File: src/drive_profile_pkg.sv
// Constants for the drive profile assembly mapper.
// Assumes a 100 MHz system clock and a 32-bit word register port.
package drive_profile_pkg;

  // Register byte offsets on the local port
  localparam logic [7:0] OFS_CONN    = 8'h00;
  localparam logic [7:0] OFS_OUT_ASM = 8'h04;
  localparam logic [7:0] OFS_IN_ASM  = 8'h08;
  localparam logic [7:0] OFS_STATUS  = 8'h0c;
  localparam logic [7:0] OFS_CLASSES = 8'h10;

  // Connection control fields
  localparam int CONN_OPEN   = 0;
  localparam int CONN_INST21 = 1;

  // Output assembly byte 0 fields and speed reference LSB
  localparam int OUT_FWD          = 0;
  localparam int OUT_REV          = 1;
  localparam int OUT_FAULT_RESET  = 2;
  localparam int OUT_NETWORK_CONTROL_REQ   = 5;
  localparam int OUT_NETWORK_REFERENCE_REQ = 6;
  localparam int OUT_SPEED_LSB    = 16;

  // Input assembly byte 0 fields
  localparam int IN_FAULTED   = 0;
  localparam int IN_WARNING   = 1;
  localparam int IN_RUN_FWD   = 2;
  localparam int IN_RUN_REV   = 3;
  localparam int IN_READY     = 4;
  localparam int IN_CTRL_SRC  = 5;
  localparam int IN_REF_SRC   = 6;
  localparam int IN_UP_TO_SPD = 7;

  // Inverter command and status word bits
  localparam int CMD_FWD = 0;
  localparam int CMD_REV = 1;
  localparam int CMD_RST = 15;
  localparam int STS_FWD = 0;
  localparam int STS_REV = 1;
  localparam int STS_ACC = 9;
  localparam int STS_DEC = 10;
  localparam int STS_ALM = 11;

  // Status register fields
  localparam int STAT_POLES_LSB = 0;
  localparam int STAT_LATCHED   = 8;
  localparam int STAT_PRODUCING = 9;
  localparam int STAT_INST21    = 10;

  // Object class codes
  localparam logic [7:0] CLASS_ASSEMBLY   = 8'h04;
  localparam logic [7:0] CLASS_MOTOR_DATA = 8'h28;
  localparam logic [7:0] CLASS_SUPERVISOR = 8'h29;
  localparam logic [7:0] CLASS_AC_DRIVE   = 8'h2a;

  // Supervisor states that count as ready (plain defaults)
  localparam logic [7:0] DS_READY    = 8'h03;
  localparam logic [7:0] DS_ENABLED  = 8'h04;
  localparam logic [7:0] DS_STOPPING = 8'h05;

  // Conversion factor and divider size
  localparam logic [23:0] RPM_HZ_FACTOR = 24'h000078;
  localparam logic [7:0]  DIV_FACTOR    = 8'h78;
  localparam logic [4:0]  DIV_STEPS     = 5'h18;

  // Conversion sequencer states
  typedef enum logic [1:0] {
    st_wait_poles,
    st_idle,
    st_ref_div,
    st_act_div
  } seq_t;

endpackage : drive_profile_pkg

File: src/div_if.sv
// Carrier between the mapper and its shared divider.
// Assumes both ends run on the same clock.
`timescale 1ns/10ps
interface div_if;
  logic        start;
  logic [23:0] dividend;
  logic [7:0]  divisor;
  logic        busy;
  logic        done;
  logic [23:0] quotient;

  modport requester (output start, output dividend, output divisor,
                     input busy, input done, input quotient);
  modport engine    (input start, input dividend, input divisor,
                     output busy, output done, output quotient);
endinterface : div_if

File: src/drive_profile_assembly_mapper.sv
// Drive profile assembly mapper: output/input assemblies to inverter.
// Assumes inverter words are sampled synchronously to clk and the
// register port master follows the one-cycle strobe protocol.
`timescale 1ns/10ps
module drive_profile_assembly_mapper
  import drive_profile_pkg::*;
(
  input  wire logic        clk,
  input  wire logic        reset_n,
  input  wire logic [7:0]  addr,
  input  wire logic [31:0] wdata,
  input  wire logic        wr,
  input  wire logic        rd,
  output logic      [31:0] rdata,
  input  wire logic        consume_timeout,
  input  wire logic [15:0] operation_status_word,
  input  wire logic [15:0] output_frequency,
  input  wire logic [7:0]  motor_pole_count,
  input  wire logic        pole_count_valid,
  input  wire logic [7:0]  drive_state,
  output logic      [15:0] operation_command_word,
  output logic      [15:0] frequency_command,
  output logic             frequency_command_write,
  output logic      [31:0] in_assembly,
  output logic             produce_active
);

  // Ready decode, shared by the flag and its check
  function automatic logic is_ready_state(input logic [7:0] s);
    is_ready_state = (s == DS_READY) || (s == DS_ENABLED) ||
                     (s == DS_STOPPING);
  endfunction : is_ready_state

  // Clamp a conversion result into the 16-bit speed field
  function automatic logic [15:0] sat16(input logic [23:0] v);
    sat16 = (v[23:16] != 8'h00) ? 16'hffff : v[15:0];
  endfunction : sat16

  div_if div_bus ();

  speed_divider u_div (
    .clk      (clk),
    .reset_n  (reset_n),
    .port_div (div_bus.engine)
  );

  logic        conn_open;
  logic        conn_inst21;
  logic        produce_stopped;
  logic [31:0] out_asm;
  logic        prev_fault_reset;
  logic [7:0]  pole_reg;
  logic        poles_latched;
  logic [15:0] speed_actual;
  seq_t        state;
  logic        div_start;
  logic [23:0] div_dividend;
  logic [7:0]  div_divisor;

  // Register port decode
  wire wr_conn = wr && (addr == OFS_CONN);
  wire wr_out  = wr && (addr == OFS_OUT_ASM);
  wire reopen  = wr_conn && wdata[CONN_OPEN] && !conn_open;

  // Output assembly fields; request bits 5 and 6 are never read
  wire        cmd_fwd     = out_asm[OUT_FWD];
  wire        cmd_rev     = out_asm[OUT_REV] && conn_inst21;
  wire        fault_reset = out_asm[OUT_FAULT_RESET];
  wire [15:0] speed_ref   = out_asm[OUT_SPEED_LSB +: 16];

  // Inverter status decode
  wire run_fwd  = operation_status_word[STS_FWD];
  wire run_rev  = operation_status_word[STS_REV];
  wire faulted  = operation_status_word[STS_ALM];
  wire ramping  = operation_status_word[STS_ACC] ||
                  operation_status_word[STS_DEC];
  wire up_speed = (run_fwd || run_rev) && !ramping;
  wire ready    = is_ready_state(drive_state);
  wire poles_ok = poles_latched && (pole_reg != 8'h00);

  // Input assembly byte 0 for each instance
  wire [7:0] byte0_70 = {5'h00, run_fwd, 1'b0, faulted};
  wire [7:0] byte0_71 = {up_speed, 1'b0, 1'b0, ready,
                         run_rev, run_fwd, 1'b0, faulted};
  wire [7:0] byte1    = conn_inst21 ? drive_state : 8'h00;
  wire [7:0] byte0    = conn_inst21 ? byte0_71 : byte0_70;
  wire       producing = conn_open && !produce_stopped;
  wire [31:0] next_in_assembly =
    producing ? {speed_actual, byte1, byte0} : 32'h00000000;

  // Next command word; reset fires only on the rising edge
  wire        rst_edge = fault_reset && !prev_fault_reset;
  wire [15:0] next_command =
    {rst_edge, 13'h0000, cmd_rev, cmd_fwd};

  // Divider operand products, sized to 24 bits
  wire [23:0] ref_product = {8'h00, speed_ref} * {16'h0000, pole_reg};
  wire [23:0] act_product = {8'h00, output_frequency} * RPM_HZ_FACTOR;

  // Read data mux; unmapped offsets read zero
  wire [31:0] status_word = {21'h000000, conn_inst21, producing,
                             poles_latched, pole_reg};
  wire [31:0] next_rdata =
    (addr == OFS_CONN)    ? {30'h00000000, conn_inst21, conn_open} :
    (addr == OFS_OUT_ASM) ? out_asm :
    (addr == OFS_IN_ASM)  ? in_assembly :
    (addr == OFS_STATUS)  ? status_word :
    (addr == OFS_CLASSES) ? {CLASS_AC_DRIVE, CLASS_SUPERVISOR,
                             CLASS_MOTOR_DATA, CLASS_ASSEMBLY} :
    32'h00000000;

  // Connection selection is the controller's choice of pair
  always_ff @(posedge clk or negedge reset_n) begin
    if (!reset_n) begin
      conn_open   <= 1'b0;
      conn_inst21 <= 1'b0;
    end else if (wr_conn) begin
      conn_open   <= wdata[CONN_OPEN];
      conn_inst21 <= wdata[CONN_INST21];
    end
  end

  // Timeout stops production until a new open; set beats clear
  always_ff @(posedge clk or negedge reset_n) begin
    if (!reset_n) begin
      produce_stopped <= 1'b0;
    end else if (consume_timeout) begin
      produce_stopped <= 1'b1;
    end else if (reopen) begin
      produce_stopped <= 1'b0;
    end
  end

  // Output assembly storage, written as one word
  always_ff @(posedge clk or negedge reset_n) begin
    if (!reset_n) begin
      out_asm <= 32'h00000000;
    end else if (wr_out) begin
      out_asm <= wdata;
    end
  end

  // Command word and edge history
  always_ff @(posedge clk or negedge reset_n) begin
    if (!reset_n) begin
      prev_fault_reset       <= 1'b0;
      operation_command_word <= 16'h0000;
    end else begin
      prev_fault_reset       <= fault_reset;
      operation_command_word <= next_command;
    end
  end

  // Pole count caught once; later changes need a reset
  always_ff @(posedge clk or negedge reset_n) begin
    if (!reset_n) begin
      pole_reg      <= 8'h00;
      poles_latched <= 1'b0;
    end else if (pole_count_valid && !poles_latched) begin
      pole_reg      <= motor_pole_count;
      poles_latched <= 1'b1;
    end
  end

  // Conversion sequencer: reference then actual, round robin
  always_ff @(posedge clk or negedge reset_n) begin
    if (!reset_n) begin
      state                   <= st_wait_poles;
      div_start               <= 1'b0;
      div_dividend            <= 24'h000000;
      div_divisor             <= 8'h00;
      frequency_command       <= 16'h0000;
      frequency_command_write <= 1'b0;
      speed_actual            <= 16'h0000;
    end else begin
      div_start               <= 1'b0;
      frequency_command_write <= 1'b0;
      case (state)
        st_wait_poles: begin
          if (poles_latched) begin
            state <= st_idle;
          end
        end
        st_idle: begin
          if (poles_ok) begin
            div_dividend <= ref_product;
            div_divisor  <= DIV_FACTOR;
            div_start    <= 1'b1;
            state        <= st_ref_div;
          end else begin
            // Zero poles would divide by zero; report stopped
            speed_actual <= 16'h0000;
          end
        end
        st_ref_div: begin
          if (div_bus.done) begin
            frequency_command       <= sat16(div_bus.quotient);
            frequency_command_write <= 1'b1;
            div_dividend            <= act_product;
            div_divisor             <= pole_reg;
            div_start               <= 1'b1;
            state                   <= st_act_div;
          end
        end
        st_act_div: begin
          if (div_bus.done) begin
            speed_actual <= sat16(div_bus.quotient);
            state        <= st_idle;
          end
        end
        default: begin
          state <= st_wait_poles;
        end
      endcase
    end
  end

  assign div_bus.start    = div_start;
  assign div_bus.dividend = div_dividend;
  assign div_bus.divisor  = div_divisor;

  // Produced data and read data, registered for the outputs
  always_ff @(posedge clk or negedge reset_n) begin
    if (!reset_n) begin
      in_assembly    <= 32'h00000000;
      produce_active <= 1'b0;
      rdata          <= 32'h00000000;
    end else begin
      in_assembly    <= next_in_assembly;
      produce_active <= producing;
      rdata          <= rd ? next_rdata : 32'h00000000;
    end
  end
endmodule : drive_profile_assembly_mapper

File: src/speed_divider.sv
// Restoring divider shared by both speed conversions.
// Assumes start is a single-cycle pulse given only while idle.
`timescale 1ns/10ps
module speed_divider
  import drive_profile_pkg::*;
(
  input wire logic clk,
  input wire logic reset_n,
  div_if.engine    port_div
);

  logic [23:0] quo;
  logic [7:0]  rem;
  logic [7:0]  den;
  logic [4:0]  count;
  logic        busy;
  logic        done;
  wire  [8:0]  trial = {rem, quo[23]};
  wire         fits  = trial >= {1'b0, den};
  wire  [8:0]  diff  = trial - {1'b0, den};

  // One quotient bit per clock; result truncates
  always_ff @(posedge clk or negedge reset_n) begin
    if (!reset_n) begin
      quo   <= 24'h000000;
      rem   <= 8'h00;
      den   <= 8'h00;
      count <= 5'h00;
      busy  <= 1'b0;
      done  <= 1'b0;
    end else if (port_div.start && !busy) begin
      quo   <= port_div.dividend;
      rem   <= 8'h00;
      den   <= port_div.divisor;
      count <= DIV_STEPS;
      busy  <= 1'b1;
      done  <= 1'b0;
    end else if (busy) begin
      quo   <= {quo[22:0], fits};
      rem   <= fits ? diff[7:0] : trial[7:0];
      count <= count - 5'h01;
      busy  <= (count != 5'h01);
      done  <= (count == 5'h01);
    end else begin
      done  <= 1'b0;
    end
  end

  assign port_div.busy     = busy;
  assign port_div.done     = done;
  assign port_div.quotient = quo;

endmodule : speed_divider

File: config.mk
export PLATFORM = sky130hd
export DESIGN_NAME = drive_profile_assembly_mapper
export DESIGN_NICKNAME = d
export VERILOG_FILES = /design/src/drive_profile_pkg.sv /design/src/div_if.sv /design/src/drive_profile_assembly_mapper.sv /design/src/speed_divider.sv
export SDC_FILE = /design/constraint.sdc
export NUM_CORES = 1
export LEC_CHECK = 0
export ABC_AREA = 1
export BUFFER_PORTS_ARGS = -buffer_cell sky130_fd_sc_hd__buf_2
export CAP_MARGIN = 15
export CORE_MARGIN = 4
export CORE_UTILIZATION = 60
export CTS_CLUSTER_SIZE = 28
export DETAILED_ROUTE_END_ITERATION = 7
export GPL_ROUTABILITY_DRIVEN = 0
export GPL_TIMING_DRIVEN = 0
export PLACE_DENSITY = 0.82
export SKIP_CTS_REPAIR_TIMING = 1
export SKIP_LAST_GASP = 1
export SLEW_MARGIN = 20
export SYNTH_ARGS = -nofsm -noshare
export SYNTH_HDL_FRONTEND = slang
export SYNTH_SLANG_ARGS = --single-unit
File: constraint.sdc
create_clock -name clk -period 6.2 [get_ports clk]
set_input_delay 0.62 -clock clk [delete_from_list [all_inputs] [get_ports clk]]
set_output_delay 0.62 -clock clk [all_outputs]
set_load 0.02 [all_outputs]
Word-level counts from Yosys, hierarchy flattened

Index checks and enable logic that the tools add are counted.

Flip-flop bits (word level): 228
Bits in latches: 0
RAM bits: 0
Bits in read-only memories: 0
Bits of input ports: 94
Logic and storage cells: 120
Memories: 0

Add/sub/neg operators: 2
$mul: 2
Divide/modulo/power cells: 0
Magnitude comparators: 1
Eq/ne operators: 17
Shifts and indexed selects: 0
Muxes and demuxes: 41
Bitwise logic cells: 0
Reductions and logical operators: 33

Operators with widths:

| cell                                                 | count |
|---|---|
| two-way mux 32 bit                                   | 5 |
| two-way mux 24 bit                                   | 4 |
| two-way mux 30 bit                                   | 2 |
| two-way mux 8 bit                                    | 7 |
| two-way mux 16 bit                                   | 3 |
| one-hot mux 24 bit (2 select lines)                  | 1 |
| one-hot mux 16 bit (2 select lines)                  | 1 |
| equality test 8 x 3 -> 1 bit (second input constant) | 3 |
| multiplier 16 x 8 -> 24 bit                          | 1 |
| multiplier 16 x 4 -> 20 bit (second input constant)  | 1 |
| equality test 8 x 4 -> 1 bit (second input constant) | 2 |
| one-hot mux 8 bit (2 select lines)                   | 1 |
| nonzero test 8 bit                                   | 2 |
| logical AND 1 bit                                    | 11 |
| two-way mux 5 bit                                    | 2 |
| greater-or-equal comparator 9 x 8 -> 1 bit           | 1 |
| two-way mux 1 bit                                    | 9 |
| equality test 8 x 2 -> 1 bit (second input constant) | 1 |
| equality test 8 x 5 -> 1 bit (second input constant) | 1 |
| zero test 8 bit                                      | 1 |
| two-way mux 2 bit                                    | 4 |
| one-hot mux 2 bit (4 select lines)                   | 1 |
| nonzero test 2 bit                                   | 4 |
| subtractor 8 bit                                     | 1 |
| 14 further kinds                                     | 27 |

Longest topological paths before layout

Gate-level depths: netlist of run 1.

Depth after elaboration: 7
Mapped depth: 26
Mapped depth without buffers: 24

Modules after synthesis

Synthesis of run 1 repeated with hierarchy kept, for this count alone.

Cells, all modules: 1995
Area total of the unflattened synthesis: 16090.4 sq um

By module, submodules not included:

| module                        | instances | cells each | area an instance (sq um) | seq. area each (sq um) |
|---|---|---|---|---|
| drive_profile_assembly_mapper | 1         | 1689       | 13604.3                  | 4454.3 |
| speed_divider                 | 1         | 306        | 2486.1                   | 1176.1 |

Worst setup path after synthesis of run 1

No wires, ideal clock.

Kind: register to register
Start: register pole_reg[7]
End: register div_dividend[21], in the netlist div_bus.dividend[21]
Setup time: 0.116 ns
Arrival time: 4.300 ns
Setup slack: 1.784 ns
Cell stages (with the launch flop): 23
Path buffers: 2
Cell sequence: dfrtp_1 -> clkbuf_1 -> clkbuf_1 -> nand2_1 -> fa_1 -> fa_1 -> inv_1 -> fa_1 -> inv_1 -> fa_1 -> inv_1 -> ha_1 -> nand2_1 -> nor2_1 -> nand3_1 -> nand3_1 -> nand2_1 -> nand2_1 -> nand2_1 -> nand3_1 -> nand2_1 -> nand2_1 -> nand2_1

Word-level cells in the longest chain between the ends: 4
Elaborated cells on any way between the ends: 7
Classes of those cells: 1 x mul; 1 x eq/ne; 2 x mux; 3 x reduce/logical

Ends and longest elaborated chain:

| element                                                             | line                                 | source |
|---|---|---|
| from (decl)                                                         | drive_profile_assembly_mapper.sv:52  | `logic [7:0] pole_reg;` |
| from (signal assigned)                                              | drive_profile_assembly_mapper.sv:160 | `pole_reg <= motor_pole_count;` |
| branches (longest 4 deep; another with multiplier 16 x 8 -> 24 bit) | n/a                                  |  |
| to (signal assigned)                                                | drive_profile_assembly_mapper.sv:186 | `div_dividend <= ref_product;` |
| to (signal assigned)                                                | drive_profile_assembly_mapper.sv:199 | `div_dividend <= act_product;` |
| to (decl)                                                           | drive_profile_assembly_mapper.sv:57  | `logic [23:0] div_dividend;` |

Several ways; the timed one is not identified. The select of a mux whose other input is x is not followed.
A chain may end at the register's enable or synchronous reset.

Final worst setup path of run 1

Start: register pole_reg[7]
End: register div_dividend[17], in the netlist div_bus.dividend[17]

The elaborated chain is that of the path after synthesis.

==> impl_metrics.json, run 1 <==
{
  "crit_path_start": "pole_reg[7]",
  "start_kind": "flip-flop",
  "grt_overflow": 0,
  "wl_mm": 40.55,
  "vias": 13580,
  "skew_ns": 0.02255,
  "clockBufferDepth": 3,
  "worst_pin_slew_ns": 0.7582,
  "async_reset_ff_share_pct": 100.0,
  "tns_ns": 0,
  "ys_types": 42,
  "synthCells": 1937,
  "hold_violations": 0,
  "vdd_drop_max_v": 0.0003462,
  "setup_viol": 0,
  "drv_slew": 0,
  "drc": 0,
  "insertion_delay_ns": 0.51,
  "avgSynthCellArea_um2": 8.176,
  "dp.cells": 2453,
  "core_area_mm2": 0.02598,
  "grt_pass1_vias": 13700,
  "synth_edf_count": 0,
  "multiInputGateArea_mm2": 0.008335,
  "fp.dieW_um": 170.5,
  "viasPerCell": 5.444,
  "drt-initial-drc-count": 1276,
  "dieArea_mm2": 0.02906,
  "powerDensity_mw_per_mm2": 239.3,
  "finalNonFillerCells": 2494,
  "chipHeight_um": 170.5,
  "grt_max_degree": 81,
  "initial_core_util_pct": 60.95,
  "clk_pin_slew_ns": 0.07,
  "synth-seq-area-share_pct": 35.55,
  "dr.pass1.iters": 7,
  "synth.area.top_cells": "dfrtp_1 (36%), fa_1 (14%), nand2_1 (12%)",
  "portBuffers": 164,
  "drive_gt1_share_pct": 13.03,
  "htreeDepth": 1,
  "antenna_left": 0,
  "ys_ff_latch": 225,
  "grt_pass1_wl_mm": 66.75,
  "syn-cell-area_mm2": 0.01584,
  "yosys.area.top_type_share_pct": 35.55,
  "yosys.area.top_type": "dfrtp_1",
  "synth_ff_type": "dfrtp_1",
  "root_buffer": "clkbuf_16",
  "cts_buffers": 22,
  "areaGrowthSynthToFinish_pct": 13.15,
  "rsz0062_at_grt": "false",
  "slew_headroom_pct": 49.45,
  "antenna_found_initial": 3,
  "num_rows": 59,
  "p_leak_nw": 10.39,
  "fillerInstances": 2066,
  "crit_type": "reg2reg",
  "regArea_mm2": 0.005630,
  "fin_crit_ns": 5.497,
  "ios": 192,
  "required_ns": 6.60,
  "end_kind": "flip-flop",
  "wl_per_cell_um": 16.26,
  "fin_crit_sh_pct": 88.66,
  "hp-class": "in2async",
  "crit_fanout": 10,
  "max-cap-violations": 0,
  "top_regs": "out_asm (32), rdata (32), in_assembly (29)",
  "track_usage_pct": 28.23,
  "status": "finished, final reports clean",
  "cp_data_arrival_time_ns": 5.90,
  "yosysMostFrequentCell": "nand2_1",
  "nNetsFinal": 2431,
  "cts_num_sinks": 225,
  "max_clock_freq_ghz": 0.1819,
  "r2r_start": "pole_reg[7]",
  "yosysWarnings": 0,
  "hpwl_mm": 31.70,
  "synth.cells.most_frequent": "nand2_1 (509), inv_1 (378), dfrtp_1 (225)",
  "cts_tree": "done"
}
## final timing paths
check / end / slack (ns) / depth (start not counted)
worst max-delay path: div_bus.dividend[17] / 0.70 / 22
worst min-delay path: frequency_command[3] / 0.06 / 1
worst max register to register: div_bus.dividend[17] / 0.70 / 22
worst min register to register: operation_command_word[15] / 0.41 / 1
max in group asynchronous: div_bus.dividend[8] / 5.36 / 2
min in group clk: in_assembly[7] / 0.28 / 2
## layout make-up
cell class	count	share of cell area [%]
antenna	2	0.02793
buffer	96	2.709
clock buffer	35	3.736
clock inverter	4	0.2583
inverter	384	8.051
multi-input combinational	1247	46.52
sequential	225	31.42
tap	335	2.339
timing repair buffer	166	4.943
## power by group
group          internal [mW]  leakage, nW  total (mW)  switching [mW]
Sequential              1.64         2.87        1.73          0.0925
Combinational          0.466         7.16        1.25           0.782
Clock                  0.746        0.351        1.31           0.563
## worst max-delay path: stages, from the launching register on
cell      delay (ns)
dfrtp_1         0.38
clkbuf_1        0.58
clkbuf_1        0.52
nand2_1         0.16
fa_1            0.54
fa_1            0.54
inv_1           0.05
fa_1            0.54
inv_1           0.06
fa_1            0.57
inv_1           0.05
ha_1            0.36
nand2_1         0.11
nor2_1          0.15
nand3_1         0.09
nand3_1         0.18
nand2_1         0.11
nand2_1         0.07
nand2_1         0.04
nand3_1         0.10
nand2_1         0.08
nand2_1         0.07
nand2_1         0.05
## cells by family after synthesis
logic type	Yosys count	share of synthesized area, %
AO/OA/AOI/OAI	263	9.417
XOR/XNOR	17	0.9401
adder cells (fa/ha/maj)	195	20.81
buffers and inverters	480	12.17
flip-flops	225	35.55
multiplexers	32	2.797
other	1	0.02368
AND/OR/NAND/NOR	724	18.29
## layout by cell type, fill, tap and decap left out, drive strengths merged
cell type    n
nand3b       9
o2111ai      1
diode        2
clkbuf      81
o211ai      10
dfrtp      225
a21oi       95
clkinv       5
xnor2        5
o22ai        3
conb        16
nand2      510
a31oi       22
nor3        13
mux2        32
ha          81
o21bai       4
a211oi       1
fa         114
o21ai      103
buf        216
inv        383
nor2       118
o221ai      23
a21o         1
or2          2
and2         2
nor4         2
nand3       61
xor2        12
nand4        7
## routing by layer
layer / vias to the layer above / GRT usage (%) / wire length, um
met2: 614 / 48.33 / 20020
met5: - / 0 / 0
met4: 0 / 10.83 / 1370
li1: 6349 / - / -
met3: 120 / 4.460 / 3394
met1: 6495 / 36.37 / 15770
## through the flow
stage | power, mW | instance area (um2) | util (%) | hold WS (ns) | setup slack, ns
3_5_place_dp | 2.988 | 17200 | 66.19 | 0.3933 | 0.8255
6_report | 4.288 | 17920 | 68.96 | 0.05866 | 0.7033
5_1_grt | 4.536 | 17920 | 68.95 | 0.09346 | 0.4078
3_3_place_gp | 2.922 | 17130 | 65.94 | 0.3855 | 0.8779
2_1_floorplan | 2.614 | 15890 | - | 0.3244 | 1.784
4_1_cts | 4.286 | 17910 | 68.94 | 0.07988 | 0.7733
Note: power is estimated with default switching activity, not from simulation.
==> run 2: changes to the inputs <==
--- a/config.mk
+++ b/config.mk
@@ -9,12 +9,12 @@
 export BUFFER_PORTS_ARGS = -buffer_cell sky130_fd_sc_hd__buf_2
 export CAP_MARGIN = 15
 export CORE_MARGIN = 4
-export CORE_UTILIZATION = 60
+export CORE_UTILIZATION = 54
 export CTS_CLUSTER_SIZE = 28
 export DETAILED_ROUTE_END_ITERATION = 7
 export GPL_ROUTABILITY_DRIVEN = 0
 export GPL_TIMING_DRIVEN = 0
-export PLACE_DENSITY = 0.82
+export PLACE_DENSITY = 0.78
 export SKIP_CTS_REPAIR_TIMING = 1
 export SKIP_LAST_GASP = 1
 export SLEW_MARGIN = 20
==> constraint.sdc (replaced) <==
create_clock -name clk -period 4.6 [get_ports clk]
set_input_delay 0.46 -clock clk [delete_from_list [all_inputs] [get_ports clk]]
set_output_delay 0.46 -clock clk [all_outputs]
set_load 0.02 [all_outputs]
==> run 2 against run 1 <==
Effect of this change:
- first-iteration DRC count down 11%
- clock power is 37% higher
- wire length is 0.54% higher
- setup slack worse by 0.57 ns
- non-clock buffer count decreased by 5
- combinational power increased by 34%
- die area increased by 11%
- critical endpoint is now div_bus.dividend[19]
- highest routed layer unchanged
==> impl_metrics.json, run 2 (synthesized netlist as in run 1, its figures left out) <==
{
  "status": "finished, final reports clean",
  "portBuffers": 164,
  "crit_type": "reg2reg",
  "worstRegToRegCells": 22,
  "holdPathEnd": "in_assembly[7]",
  "grt_pass1_vias": 13460,
  "drv_slew": 0,
  "drt-initial-drc-count": 1132,
  "dp.cells": 2502,
  "ios": 192,
  "fp.dieW_um": 179.3,
  "rsz0062_at_grt": "true",
  "dr_wl_met3_mm": 2.993,
  "hp-class": "in2reg",
  "wl_mm": 40.77,
  "viasPerCell": 5.299,
  "multiInputGateArea_mm2": 0.008557,
  "worst_pin_slew_ns": 0.6042,
  "num_rows": 62,
  "fillerInstances": 2366,
  "cts_tree": "done",
  "chipHeight_um": 179.3,
  "cts_buffers": 22,
  "antenna_found_initial": 0,
  "combPwrFrac_pct": 28.8,
  "insertion_delay_ns": 0.51,
  "max_clock_freq_ghz": 0.2238,
  "topRoutingLayerUsed": "met4",
  "crit_fanout": 10,
  "slowest_stage": "fa_1",
  "cpMostUsedCell": "nand2_1",
  "drive_gt1_share_pct": 16.86,
  "rrSetupSlack_ns": 0.13,
  "start_kind": "flip-flop",
  "slew_headroom_pct": 59.72,
  "top_regs": "out_asm (32), rdata (32), in_assembly (29)",
  "max-cap-violations": 0,
  "vdd_drop_max_v": 0.0002528,
  "grt_max_degree": 88,
  "powerDensity_mw_per_mm2": 318.2,
  "slowest_delay_ns": 0.57,
  "p_int_mw": 3.876,
  "setup_viol": 0,
  "nNetsFinal": 2426,
  "required_ns": 4.99,
  "antenna_left": 0,
  "diodes": 0,
  "switching_share_pct": 33.60,
  "layout_common_cells": "nand2_1 (499), inv_1 (377), dfrtp_1 (212)",
  "p_leak_nw": 10.49,
  "drc": 0,
  "crit_path_start": "pole_reg[2]",
  "clock_power_share_pct": 30.7,
  "clockBufferDepth": 3,
  "htreeDepth": 1,
  "seq_power_share_pct": 40.5,
  "hold_violations": 0,
  "hold_depth": 2,
  "grt_pass1_wl_mm": 66.30,
  "r2r_start": "pole_reg[2]",
  "wl_met1_mm": 16.38,
  "areaGrowthSynthToFinish_pct": 15.84,
  "wl_per_cell_um": 16.07,
  "hpwl_mm": 31.67,
  "fin_crit_sh_pct": 97.14,
  "path_cells": "buf_4, buf_6, nand2_1, inv_1, fa_1, fa_1, inv_1, fa_1, fa_1, inv_1, ha_2, nand2_1, nand3_1, nand2_1, nand2_1, nand2_1, nand2_1, nand2_1, nand3_1, nand2_1, nand2_1, nand2_1",
  "total_power_mw": 5.837,
  "grt_overflow": 0,
  "holdWs_ns": 0.1189,
  "skew_ns": 0.01490,
  "regArea_mm2": 0.005647,
  "track_usage_pct": 25.52,
  "vias": 13440,
  "initial_core_util_pct": 55.03,
  "hold_start": "operation_status_word[10]",
  "core_area_mm2": 0.02878,
  "root_buffer": "clkbuf_16",
  "clk_pin_slew_ns": 0.07,
  "power.switching_mw": 1.961,
  "final_common_cell": "nand2_1",
  "route.met2.wl_mm": 19.87,
  "r2r-end": "div_bus.dividend[19]",
  "dieArea_mm2": 0.03213,
  "dr.pass1.iters": 8,
  "cp_data_arrival_time_ns": 4.86,
  "fin_crit_ns": 4.468,
  "finalNonFillerCells": 2537,
  "end_kind": "flip-flop",
  "cts_num_sinks": 225
}
run 2: changes by cell type in the layout (fill, tap and decap cells not counted), moves of 7 or more:
cell and change:
nor2_1 -7, ha_1 -11, buf_4 +9, dfrtp_2 +13
buf_6 +7, clkbuf_1 -22, buf_1 -9, nand2_2 +9
ha_4 +8, nand2_1 -10, dfrtp_1 -13
run 2: routing by layer:
layer,track usage [%],up-vias
met1,33.76,6423
met4,9.457,0
met5,0,-
met2,43.43,553
met3,3.100,112
li1,-,6355
run 2: through the flow:
| stage | setup WS, ns | utilization [%] | setup TNS [ns] | area [um2] |
|---|---|---|---|---|
| floorplan | 0.1839 | - | 0 | 15890 |
| global placement | -0.7207 | 59.75 | -134.13 | 17200 |
| detailed placement | -0.7789 | 59.97 | -10.01 | 17260 |
| CTS | -0.8083 | 62.48 | -10.43 | 17980 |
| global route | -0.03481 | 63.75 | -0.1076 | 18350 |
| finish | 0.1317 | 63.75 | 0 | 18350 |
run 2: critical path, delay by kind of cell, from the launching register on:
kind | cells | cell delay [ns]
adders and majority gates | 5 | 2.43
buffers and inverters | 5 | 0.50
and+or+nand+nor | 12 | 1.05
DFF | 1 | 0.37
run 2: how the worst max path moves through the flow:
| stage | endpoint | slack [ns] |
|---|---|---|
| final | div_bus.dividend[19] | 0.13 |
| after global routing | div_bus.dividend[20] | -0.03 |
| after CTS | div_bus.dividend[21] | -0.81 |
| after detailed placement | div_bus.dividend[21] | -0.78 |
| after global placement | div_bus.dividend[21] | -0.72 |
| after floorplan | div_bus.dividend[21] | 0.18 |
run 2: cell type report:
class	instances	share of cell area, %
Inverter	384	7.863
Tap cell	384	2.619
Clock buffer	32	3.649
Buffer	76	2.619
Multi-Input combinational cell	1247	46.64
Sequential cell	225	30.78
Clock inverter	8	0.2864
Timing Repair Buffer	181	5.545
run 2: power groups by stage:
stage                     clock network (mW)  registers [mW]  logic, mW
final                                   1.79            2.37       1.68
after global routing                    1.88            2.39       1.92
after CTS                               1.80            2.33       1.67
after detailed placement                   0            2.37       1.66
after global placement                     0            2.35       1.59
after floorplan                            0            2.38       1.14
